[config.mk]
export PLATFORM = sky130hd
export DESIGN_NAME = srl_latch_unit
export DESIGN_NICKNAME = d
export VERILOG_FILES = /design/src/hw/srl_pkg.sv /design/src/hw/srl_latch_unit.sv /design/src/hw/srl_pulse_div.sv /design/src/hw/srl_sync2.sv
export SDC_FILE = /design/constraint.sdc
export NUM_CORES = 1
export LEC_CHECK = 0
export BUFFER_PORTS_ARGS = -buffer_cell sky130_fd_sc_hd__buf_2
export CAP_MARGIN = 20
export CELL_PAD_IN_SITES_DETAIL_PLACEMENT = 1
export CELL_PAD_IN_SITES_GLOBAL_PLACEMENT = 2
export CORE_ASPECT_RATIO = 1.5
export CORE_MARGIN = 8
export CORE_UTILIZATION = 26
export CTS_CLUSTER_DIAMETER = 150
export DETAILED_ROUTE_END_ITERATION = 8
export PLACE_DENSITY_LB_ADDON = 0.1
export SLEW_MARGIN = 20
export SYNTH_ARGS = -nofsm -noshare
export SYNTH_HDL_FRONTEND = slang
export SYNTH_SLANG_ARGS = --single-unit
export TNS_END_PERCENT = 20
[constraint.sdc]
create_clock -name mclk_in -period 3.3 [get_ports mclk_in]
set_clock_uncertainty 0.05 [all_clocks]
set_input_delay 0.33 -clock mclk_in [delete_from_list [all_inputs] [get_ports mclk_in]]
set_output_delay 0.33 -clock mclk_in [all_outputs]
set_load 0.02 [all_outputs]
[src/hw/srl_pkg.sv]
// Shared constants and types for the set-reset latch unit.
// Assumes a 20 MHz system clock and an APB register bus.
`default_nettype none
package srl_pkg;
  localparam int unsigned ADDR_W  = 32;
  localparam int unsigned DATA_W  = 32;
  localparam int unsigned SEL_W   = 3;
  localparam int unsigned CNT_W   = 9;
  localparam int unsigned SYNC_W  = 3;

  // Register byte addresses
  localparam logic [ADDR_W-1:0] OFF_CTRL0  = 32'h0000_0000;
  localparam logic [ADDR_W-1:0] OFF_CTRL1  = 32'h0000_0004;
  localparam logic [ADDR_W-1:0] OFF_SYNC   = 32'h0000_0008;
  localparam logic [ADDR_W-1:0] OFF_STATUS = 32'h0000_000C;

  // Reset values
  localparam logic [7:0] CTRL0_RST = 8'h00;
  localparam logic [7:0] CTRL1_RST = 8'h00;
  localparam logic       SYNC_RST  = 1'b0;

  // Field positions outside the packed control words
  localparam int unsigned SYNC_EN_BIT  = 0;
  localparam int unsigned STAT_Q_BIT   = 0;
  localparam int unsigned SYNC_EXT_BIT = 0;
  localparam int unsigned SYNC_CMP_BIT = 1;
  localparam int unsigned SYNC_T1_BIT  = 2;

  // Smallest divide ratio is 2 to this power
  localparam logic [3:0] DIV_BASE_SHIFT = 4'h2;

  typedef struct packed {
    logic             latch_enable_bit;
    logic [SEL_W-1:0] pulse_divider_select;
    logic             true_output_enable;
    logic             inverted_output_enable;
    logic             soft_set_pulse_bit;
    logic             soft_reset_pulse_bit;
  } srl_ctrl0_t;

  typedef struct packed {
    logic pin_to_set_enable;
    logic pulse_to_set_enable;
    logic held_clear_hi;
    logic comp_to_set_enable;
    logic pin_to_reset_enable;
    logic pulse_to_reset_enable;
    logic held_clear_lo;
    logic comp_to_reset_enable;
  } srl_ctrl1_t;

  typedef struct packed {
    logic drive;
    logic level;
  } srl_pin_t;
endpackage
`default_nettype wire

[src/hw/srl_latch_unit.sv]
// Set-reset latch unit with selectable sources and APB control.
// Assumes one 20 MHz clock; comparator, input pin and timer clock are async.
//
// Behaviour
// - Latch holds state; sources active high
// - Reset beats set when both active
// - Software set/reset bits clear themselves
// - Comparator selectable as set and reset
// - Comparator optionally resampled on timer clock
// - Input pin selectable as set and reset
// - Divider ratio 4 to 512, doubling
// - Separate enables route pulse to set/reset
// - True and inverted outputs enabled separately
// - Device reset leaves latch state undefined
// - Divided pulse lasts one clock
// - Software set pulses one clock, reads zero
// - Pins driven only with latch enable set
`default_nettype none
module srl_latch_unit (
  input  wire logic                       mclk_in,      // 20 MHz clock
  input  wire logic                       reset_n_in,   // Async reset, active low
  input  wire logic                       psel_in,      // APB select
  input  wire logic                       penable_in,   // APB enable
  input  wire logic                       pwrite_in,    // APB direction
  input  wire logic [srl_pkg::ADDR_W-1:0] paddr_in,     // APB address
  input  wire logic [srl_pkg::DATA_W-1:0] pwdata_in,    // APB write data
  output logic      [srl_pkg::DATA_W-1:0] prdata_out,   // APB read data
  output logic                            pready_out,   // APB ready
  output logic                            pslverr_out,  // APB error
  input  wire logic                       comp_out_in,  // Comparator output
  input  wire logic                       ext_pin_in,   // External latch input
  input  wire logic                       timer1_clk_in, // Timer clock source
  output logic                            true_pin_out, // True output level
  output logic                            true_drv_out, // True output drive
  output logic                            inv_pin_out,  // Inverted output level
  output logic                            inv_drv_out   // Inverted output drive
);
  srl_pkg::srl_ctrl0_t ctrl0_q;
  srl_pkg::srl_ctrl1_t ctrl1_q;
  logic                sync_en_q;
  logic                soft_set_q;
  logic                soft_rst_q;
  logic                latch_q;
  logic                latch_d;
  logic                t1_prev_q;
  logic                comp_t1_q;
  logic [srl_pkg::DATA_W-1:0] rdata_q;
  logic                slverr_q;
  logic [srl_pkg::SYNC_W-1:0] sync_s;
  logic                ext_s;
  logic                comp_s;
  logic                t1_s;
  logic                comp_sel;
  logic                pulse;
  logic                set_src;
  logic                rst_src;
  logic                setup_ph;
  logic                wr_en;
  logic                hit_c0;
  logic                hit_c1;
  logic                hit_sy;
  logic                hit_st;
  srl_pkg::srl_pin_t   true_pin;
  srl_pkg::srl_pin_t   inv_pin;
  logic                known_q;
  srl_pkg::srl_ctrl0_t wr_c0;

  srl_sync2 #(
    .W (srl_pkg::SYNC_W)
  ) u_sync (
    .clk_in     (mclk_in),
    .reset_n_in (reset_n_in),
    .async_in   ({timer1_clk_in, comp_out_in, ext_pin_in}),
    .sync_out   (sync_s)
  );

  assign ext_s  = sync_s[srl_pkg::SYNC_EXT_BIT];
  assign comp_s = sync_s[srl_pkg::SYNC_CMP_BIT];
  assign t1_s   = sync_s[srl_pkg::SYNC_T1_BIT];

  srl_pulse_div u_div (
    .clk_in     (mclk_in),
    .reset_n_in (reset_n_in),
    .sel_in     (ctrl0_q.pulse_divider_select),
    .pulse_out  (pulse)
  );

  // APB decode; zero wait states
  assign setup_ph = psel_in && !penable_in;
  assign wr_en    = psel_in && penable_in && pwrite_in;
  assign hit_c0   = (paddr_in == srl_pkg::OFF_CTRL0);
  assign hit_c1   = (paddr_in == srl_pkg::OFF_CTRL1);
  assign hit_sy   = (paddr_in == srl_pkg::OFF_SYNC);
  assign hit_st   = (paddr_in == srl_pkg::OFF_STATUS);
  assign pready_out = 1'b1;
  assign wr_c0      = pwdata_in[7:0];

  always_ff @(posedge mclk_in or negedge reset_n_in)
  begin
    if (!reset_n_in)
      ctrl0_q <= srl_pkg::CTRL0_RST;
    else if (wr_en && hit_c0)
    begin
      ctrl0_q <= pwdata_in[7:0];
      ctrl0_q.soft_set_pulse_bit   <= 1'b0;
      ctrl0_q.soft_reset_pulse_bit <= 1'b0;
    end
  end

  // Held-clear bits are not stored
  always_ff @(posedge mclk_in or negedge reset_n_in)
  begin
    if (!reset_n_in)
      ctrl1_q <= srl_pkg::CTRL1_RST;
    else if (wr_en && hit_c1)
    begin
      ctrl1_q <= pwdata_in[7:0];
      ctrl1_q.held_clear_hi <= 1'b0;
      ctrl1_q.held_clear_lo <= 1'b0;
    end
  end

  always_ff @(posedge mclk_in or negedge reset_n_in)
  begin
    if (!reset_n_in)
      sync_en_q <= srl_pkg::SYNC_RST;
    else if (wr_en && hit_sy)
      sync_en_q <= pwdata_in[srl_pkg::SYNC_EN_BIT];
  end

  // One-clock software pulses
  always_ff @(posedge mclk_in or negedge reset_n_in)
  begin
    if (!reset_n_in)
    begin
      soft_set_q <= 1'b0;
      soft_rst_q <= 1'b0;
    end
    else
    begin
      soft_set_q <= wr_en && hit_c0 && wr_c0.soft_set_pulse_bit;
      soft_rst_q <= wr_en && hit_c0 && wr_c0.soft_reset_pulse_bit;
    end
  end

  // Read data captured in setup phase
  always_ff @(posedge mclk_in or negedge reset_n_in)
  begin
    if (!reset_n_in)
    begin
      rdata_q  <= '0;
      slverr_q <= 1'b0;
    end
    else if (setup_ph)
    begin
      rdata_q  <= '0;
      slverr_q <= !(hit_c0 || hit_c1 || hit_sy || hit_st);
      if (hit_c0)
      begin
        rdata_q[7:0] <= ctrl0_q;
        rdata_q[1:0] <= 2'h0;
      end
      else if (hit_c1)
        rdata_q[7:0] <= ctrl1_q;
      else if (hit_sy)
        rdata_q[srl_pkg::SYNC_EN_BIT] <= sync_en_q;
      else if (hit_st)
        rdata_q[srl_pkg::STAT_Q_BIT] <= latch_q;
    end
  end

  assign prdata_out  = rdata_q;
  assign pslverr_out = slverr_q;

  // Comparator resampled on timer clock rising edge
  always_ff @(posedge mclk_in or negedge reset_n_in)
  begin
    if (!reset_n_in)
    begin
      t1_prev_q <= 1'b0;
      comp_t1_q <= 1'b0;
    end
    else
    begin
      t1_prev_q <= t1_s;
      if (t1_s && !t1_prev_q)
        comp_t1_q <= comp_s;
    end
  end

  assign comp_sel = sync_en_q ? comp_t1_q : comp_s;

  assign set_src = soft_set_q
                 || (ctrl1_q.comp_to_set_enable && comp_sel)
                 || (ctrl1_q.pin_to_set_enable && ext_s)
                 || (ctrl1_q.pulse_to_set_enable && pulse);
  assign rst_src = soft_rst_q
                 || (ctrl1_q.comp_to_reset_enable && comp_sel)
                 || (ctrl1_q.pin_to_reset_enable && ext_s)
                 || (ctrl1_q.pulse_to_reset_enable && pulse);

  always_comb
  begin
    latch_d = latch_q;
    if (rst_src)
      latch_d = 1'b0;
    else if (set_src)
      latch_d = 1'b1;
  end

  // No reset: state is undefined until a set or reset source acts
  always_ff @(posedge mclk_in)
  begin
    latch_q <= latch_d;
  end

  // Latch known once any source acts; gates the hold and complement checks
  always_ff @(posedge mclk_in or negedge reset_n_in)
  begin
    if (!reset_n_in)
      known_q <= 1'b0;
    else if (set_src || rst_src)
      known_q <= 1'b1;
  end

  always_comb
  begin
    true_pin.level = latch_q;
    true_pin.drive = ctrl0_q.latch_enable_bit && ctrl0_q.true_output_enable;
    inv_pin.level  = !latch_q;
    inv_pin.drive  = ctrl0_q.latch_enable_bit && ctrl0_q.inverted_output_enable;
  end

  assign true_pin_out = true_pin.level;
  assign true_drv_out = true_pin.drive;
  assign inv_pin_out  = inv_pin.level;
  assign inv_drv_out  = inv_pin.drive;
endmodule
`default_nettype wire

[src/hw/srl_pulse_div.sv]
// Free-running divider giving a one-cycle pulse every 4 to 512 clocks.
// Assumes the select input comes from a register on the same clock.
`default_nettype none
module srl_pulse_div (
  input  wire logic                     clk_in,     // System clock
  input  wire logic                     reset_n_in, // Async reset, active low
  input  wire logic [srl_pkg::SEL_W-1:0] sel_in,    // Ratio select
  output logic                          pulse_out   // One-cycle pulse
);
  logic [srl_pkg::CNT_W-1:0] cnt_q;

  function automatic logic [srl_pkg::CNT_W-1:0] last_count(
    input logic [srl_pkg::SEL_W-1:0] sel
  );
    logic [3:0] shift;
    shift = 4'(sel) + srl_pkg::DIV_BASE_SHIFT;
    return srl_pkg::CNT_W'((10'h001 << shift) - 10'h001);
  endfunction

  // Ratio is sampled only at the wrap
  always_ff @(posedge clk_in or negedge reset_n_in)
  begin
    if (!reset_n_in)
      cnt_q <= '0;
    else if (cnt_q == '0)
      cnt_q <= last_count(sel_in);
    else
      cnt_q <= cnt_q - srl_pkg::CNT_W'(1);
  end

  assign pulse_out = (cnt_q == '0);
endmodule
`default_nettype wire

[src/hw/srl_sync2.sv]
// Two-flop synchroniser for a group of asynchronous levels.
// Assumes inputs may change at any time relative to clk_in.
`default_nettype none
module srl_sync2 #(
  parameter int unsigned W = 1
) (
  input  wire logic         clk_in,     // System clock
  input  wire logic         reset_n_in, // Async reset, active low
  input  wire logic [W-1:0] async_in,   // Levels from pins
  output logic      [W-1:0] sync_out    // Synchronised levels
);
  logic [W-1:0] meta_q;
  logic [W-1:0] sync_q;

  always_ff @(posedge clk_in or negedge reset_n_in)
  begin
    if (!reset_n_in)
    begin
      meta_q <= '0;
      sync_q <= '0;
    end
    else
    begin
      meta_q <= async_in;
      sync_q <= meta_q;
    end
  end

  assign sync_out = sync_q;
endmodule
`default_nettype wire

**Yosys cells after proc, flatten, opt, wreduce, memory -nomap -nowiden**

Cells that the tools add are included.

- Bits in registers: 42
- Latch bits: 0
- Memory bits (writable): 0
- Memory bits (read-only): 0
- Input bits: 72
- Memories: 0

- Add/sub/neg operators: 3
- Multipliers: 0
- Div/mod/pow operators: 0
- $lt $le $gt $ge: 0
- Eq/ne operators: 3
- Shift-type cells: 1
- Multiplexer cells: 7
- Bitwise logic cells: 0
- Reduce and logical (&&, ||, !) cells: 32

Operators by type and width:

| operator | number |
|---|---|
| 32-bit by 4-bit equality test with 1-bit output, second input constant | 2 |
| 32-bit by 3-bit equality test with 1-bit output, second input constant | 1 |
| 32-bit zero test | 1 |
| 9-bit by 1-bit subtractor with 9-bit output, second input constant | 2 |
| 1-bit logical AND | 17 |
| 9-bit zero test | 1 |
| 1-bit logical OR | 9 |
| 9-bit two-way mux | 1 |
| 1-bit by 4-bit << shifter with 9-bit output, first input constant | 1 |
| 8-bit two-way mux | 1 |
| 7-bit two-way mux | 1 |
| 3-bit by 2-bit adder with 4-bit output, second input constant | 1 |
| 1-bit zero test | 4 |
| 1-bit two-way mux | 4 |

**Logic depth before layout (Yosys ltp)**

- Depth after elaboration: 5
- Depth in mapped cells: 9
- Depth with buffers taken out: 9

**By module**

A second synthesis with hierarchy kept.

- Cells, all modules: 204
- Area, all modules: 2290.9 um^2

By module, submodules not included:

| module | times used | cells each | area each (um^2) | sequential area each (um^2) |
|---|---|---|---|---|
| srl_latch_unit | 1 | 133 | 1550.2 | 645.6 |
| srl_pulse_div | 1 | 65 | 590.6 | 225.2 |
| srl_sync2 | 1 | 6 | 150.1 | 150.1 |

**Worst setup path after synthesis**

Ideal clock, no wire load.

- Path kind: register to register
- Start point: register ctrl0_q[6] (netlist bit)
- End point: register u_div.cnt_q[6] (netlist bit)
- Setup time: 0.139 ns
- Data arrival time: 2.324 ns
- Setup slack: 0.787 ns
- Stages on the path, launching flop included: 9
- Buffers on the path: 0
- Clock period less this slack: 2.513 ns
- Cells stage by stage: dfrtp_1 -> ha_1 -> or4_1 -> nor3_1 -> a31oi_1 -> ha_1 -> or3b_2 -> a2111oi_0 -> xnor2_1

- Longest elaborated chain between the ends: 4

Ends and longest elaborated chain:

| element | line | source |
|---|---|---|
| from (decl) | srl_latch_unit.sv:38 | `srl_pkg::srl_ctrl0_t ctrl0_q;` |
| from (signal assigned) | srl_latch_unit.sv:101 | `ctrl0_q <= srl_pkg::CTRL0_RST;` |
| from (signal assigned) | srl_latch_unit.sv:104 | `ctrl0_q <= pwdata_in[7:0];` |
| 3-bit by 2-bit adder with 4-bit output | srl_pulse_div.sv:16 | `shift = 4'(sel) + srl_pkg::DIV_BASE_SHIFT;` |
| 1-bit by 4-bit << shifter with 9-bit output | srl_pulse_div.sv:17 | `return srl_pkg::CNT_W'((10'h001 << shift) - 10'h001);` |
| 9-bit by 1-bit subtractor with 9-bit output | srl_pulse_div.sv:17 |  |
| 9-bit two-way mux | srl_pulse_div.sv:25 | `else if (cnt_q == '0)` |
| to (signal assigned) | srl_pulse_div.sv:26 | `cnt_q <= last_count(sel_in);` |
| to (signal assigned) | srl_pulse_div.sv:28 | `cnt_q <= cnt_q - srl_pkg::CNT_W'(1);` |
| to (decl) | srl_pulse_div.sv:10 | `logic [srl_pkg::CNT_W-1:0] cnt_q;` |

Every way passes these cells.
A chain may end at the register's enable or synchronous reset.

**Worst setup path after layout**

Same ends and word-level chain as after synthesis.

==> flow_metrics.py <==
metrics = {
    "route": {
        "drt.antenna.violating_nets": 0,
        "finalWirelength_um": 5770,
        "remaining_drc_errors": 0,
        "drtIter0Drc": 34,
        "avgViaCountPerCell": 4.58,
        "wl_per_cell_um": 16.2,
        "vias": 1631,
        "firstDrtPassIters": 4,
    },
    "sta": {
        "period_minus_slack_ns": 2.65,
        "slew_headroom_pct": 38.2,
        "hold_viol": 0,
        "final.setup.worst_slack_ns": 0.648,
        "finalSetupTns_ns": 0,
        "rsz0062_at_grt": "no",
        "setup_viol": 0,
        "worstMarginPinSlew_ns": 0.927,
        "slew_violations": 0,
        "layout_worst_path_cycle_share_pct": 80.4,
        "fmax_mhz": 377,
    },
    "critical_path": {
        "worst-setup-path-type": "reg -> reg",
        "worstPathArrival_ns": 2.76,
        "r2r-start": "ctrl0_q[6]",
        "cp-start-kind": "flip-flop",
        "critPathRequiredTime_ns": 3.41,
        "end_kind": "flip-flop",
        "worst-path-max-fanout": 3,
        "cp-startpoint": "ctrl0_q[6]",
    },
    "synthesis": {
        "synth_top_family_by_area": "simple AND/OR/NAND/NOR gates",
        "synth-xor-area-share_pct": 2.05,
        "syn_avg_cell_area_um2": 11.3,
        "syn_inst": 189,
        "ys_seq_area_share_pct": 47.7,
        "synthDistinctLibCells": 43,
        "ys_ff_latch": 41,
        "muxShareOfSynthArea_pct": 10.8,
        "yosys.area_share.adder_pct": 1.17,
        "yosys_warnings": 0,
        "synth-compound-area-share_pct": 10.1,
        "synthSimpleGateAreaFrac_pct": 17.3,
        "syn-cell-area_mm2": 0.00214,
    },
    "placed_design": {
        "preCtsSetupSlack_ns": 0.625,
        "place_hpwl_um": 4560,
        "globalplace.congestion": 0.696,
        "numPortBuffers": 59,
        "place_inst": 348,
    },
    "power_and_ir_drop": {
        "seqPwrFrac_pct": 41.6,
        "clockPowerShare_pct": 51.3,
        "power.density_mw_per_mm2": 466,
        "power_frac_comb_pct": 7.0,
        "p_int_uw": 970,
        "power_mw": 1.23,
        "power.switching_fraction_pct": 21.4,
        "p_sw_uw": 263,
        "p_leak_nw": 1.32,
        "ir_drop_v": 0.000396,
    },
    "cts": {
        "root_buffer": "clkbuf_16",
        "cts_max_level": 2,
        "cts_buffers": 5,
        "post_cts_buffers": 0,
        "clk_path_buf_depth": 2,
        "cts_tree": "done",
        "cts_hold_buf": 0,
        "clkTransAtPathRegs_ns": 0.06,
        "post_cts_resized": 0,
        "insertion_delay_ns": 0.29,
        "clock_sinks": 41,
    },
    "layout": {
        "area_growth_pct": 23.7,
        "drive_gt1_share_pct": 36.7,
        "diodes": 0,
        "fin_cells": 356,
        "nNetsFinal": 324,
    },
    "floorplan": {
        "dieArea_mm2": 0.0115,
        "die_w_um": 90.1,
        "die_height_um": 127,
        "io_pins": 110,
        "core_mm2": 0.00801,
        "rows": 40,
        "start_util_pct": 26.7,
    },
    "global_route": {
        "antenna_found_initial": 0,
        "gr-total-overflow": 0,
        "grt_pass1_wl_um": 9560,
        "grt_start_max_net_pins": 41,
        "grt_pass1_vias": 1893,
        "globalRouteTotalUtil_pct": 10.6,
    },
    "min_path": {
        "min-delay-start": "comp_out_in",
        "hold_class": "in -> reg",
    },
    "run": {
        "drv_cap": 0,
    },
    "status": {
        "status": "finished, final reports clean",
    },
}
routing by layer:
metal	vias to the layer above	share of wire [%]	GRT usage [%]
li1	760	-	-
met1	802	40	10.5
met2	63	50	18.7
met3	6	7.4	4.57
met4	0	1.8	4.72
met5	-	0	0
placed cells by master (no fill, tap or decap), drive strengths merged, types with 4 or more instances in the layout:
master | synthesis | final
o21ai | 6 | 6
a22o | 6 | 6
conb | 2 | 26
buf | 27 | 61
nor2 | 12 | 12
clkbuf | 4 | 5
nor4 | 11 | 11
mux2i | 5 | 5
xnor2 | 4 | 4
and2 | 4 | 4
nand2 | 4 | 4
a21oi | 4 | 4
nor4b | 4 | 4
dfrtp | 40 | 40
mux2 | 16 | 16
a31oi | 4 | 4
final timing paths:
check                                     endpoint  slack, ns  depth (start not counted)
worst min-delay path              u_sync.meta_q[1]        0.1                          1
worst max-delay path                u_div.cnt_q[6]       0.65                          8
min in group asynchronous               ctrl0_q[3]       0.13                          1
worst max register to register      u_div.cnt_q[6]       0.65                          8
worst min register to register  u_sync.sync_out[0]       0.30                          0
max in group asynchronous                t1_prev_q       2.49                          1
critical path, cell delays in order (launching register included):
cell       delay [ns]
dfrtp_1          0.39
ha_1             0.29
or4_1            0.16
nor3_1           0.10
a21oi_1          0.19
ha_1             0.21
or3b_2           0.50
a2111oi_0        0.49
xnor2_1          0.13
per-stage QoR:
stage | hold WS [ns] | utilization [%] | instance area, um^2
6_report | 0.0983 | 33.1 | 2650
5_1_grt | 0.0895 | 33.1 | 2650
4_1_cts | 0.0874 | 33.1 | 2650
3_5_place_dp | 0.286 | 30.7 | 2460
3_3_place_gp | 0.284 | 30.7 | 2460
2_1_floorplan | -0.0156 | - | 2230
cell usage after synthesis (all sizes together):
cell / instances / area [um^2]
a21oi: 4 / 20.0
o41ai: 1 / 8.76
a22oi: 1 / 7.51
dfxtp: 1 / 20.0
o21ai: 6 / 30.0
a31oi: 4 / 25.0
a2111o: 1 / 11.3
conb: 2 / 7.51
buf: 27 / 200
a22o: 6 / 52.6
and2: 4 / 25.0
xor2: 1 / 8.76
a2111oi: 1 / 8.76
or3: 1 / 6.26
a211o: 1 / 8.76
inv: 3 / 11.3
nor2b: 3 / 18.8
a221oi: 1 / 8.76
nor3b: 2 / 15.0
mux2i: 5 / 50.1
nand2b: 3 / 18.8
o31ai: 1 / 7.51
nor3: 3 / 15.0
clkbuf: 4 / 15.0
or4: 2 / 18.8
mux2: 16 / 180
nor4b: 4 / 65.1
a311o: 1 / 10.0
nand3: 2 / 10.0
xnor2: 4 / 35.0
nand2: 4 / 15.0
a221o: 1 / 10.0
nor2: 12 / 45.0
nor4: 11 / 83.8
dfrtp: 40 / 1000
or3b: 1 / 8.76
a211oi: 1 / 7.51
nand4: 2 / 25.0
ha: 2 / 25.0
logic make-up after synthesis:
kind of cell | count (synthesis)
xor+xnor | 5
buf+inv | 34
mux | 21
fa+ha+maj | 2
flops | 41
simple gates | 54
other cells | 2
compound gates | 30
area by class of cell:
type                       instances  area (um^2)
fill                             943         5360
inverter                           3         11.3
tap                              105          131
clock inverter                     3         65.1
multi-input combinational        138          983
clock buffer                       5          125
sequential                        41         1020
timing repair buffer              61          310
power by group through the flow:
stage	registers [mW]	logic (mW)	clock network [mW]
6_report	0.513	0.0869	0.633
4_1_cts	0.513	0.0877	0.656
5_1_grt	0.514	0.0957	0.668
2_1_floorplan	0.523	0.0653	0
3_3_place_gp	0.522	0.0866	0
3_5_place_dp	0.523	0.0875	0
registers in the layout (all words and copies together) (netlist names):
signal and count:
pslverr_out 1, comp_t1_q 1, prdata_out 7, soft_rst_q 1, u_sync.meta_q 3, ctrl1_q 6, soft_set_q 1, sync_en_q 1
ctrl0_q 6, u_sync.sync_out 3, true_pin_out 1, t1_prev_q 1, u_div.cnt_q 9
Power figures use the tool's default switching activity.
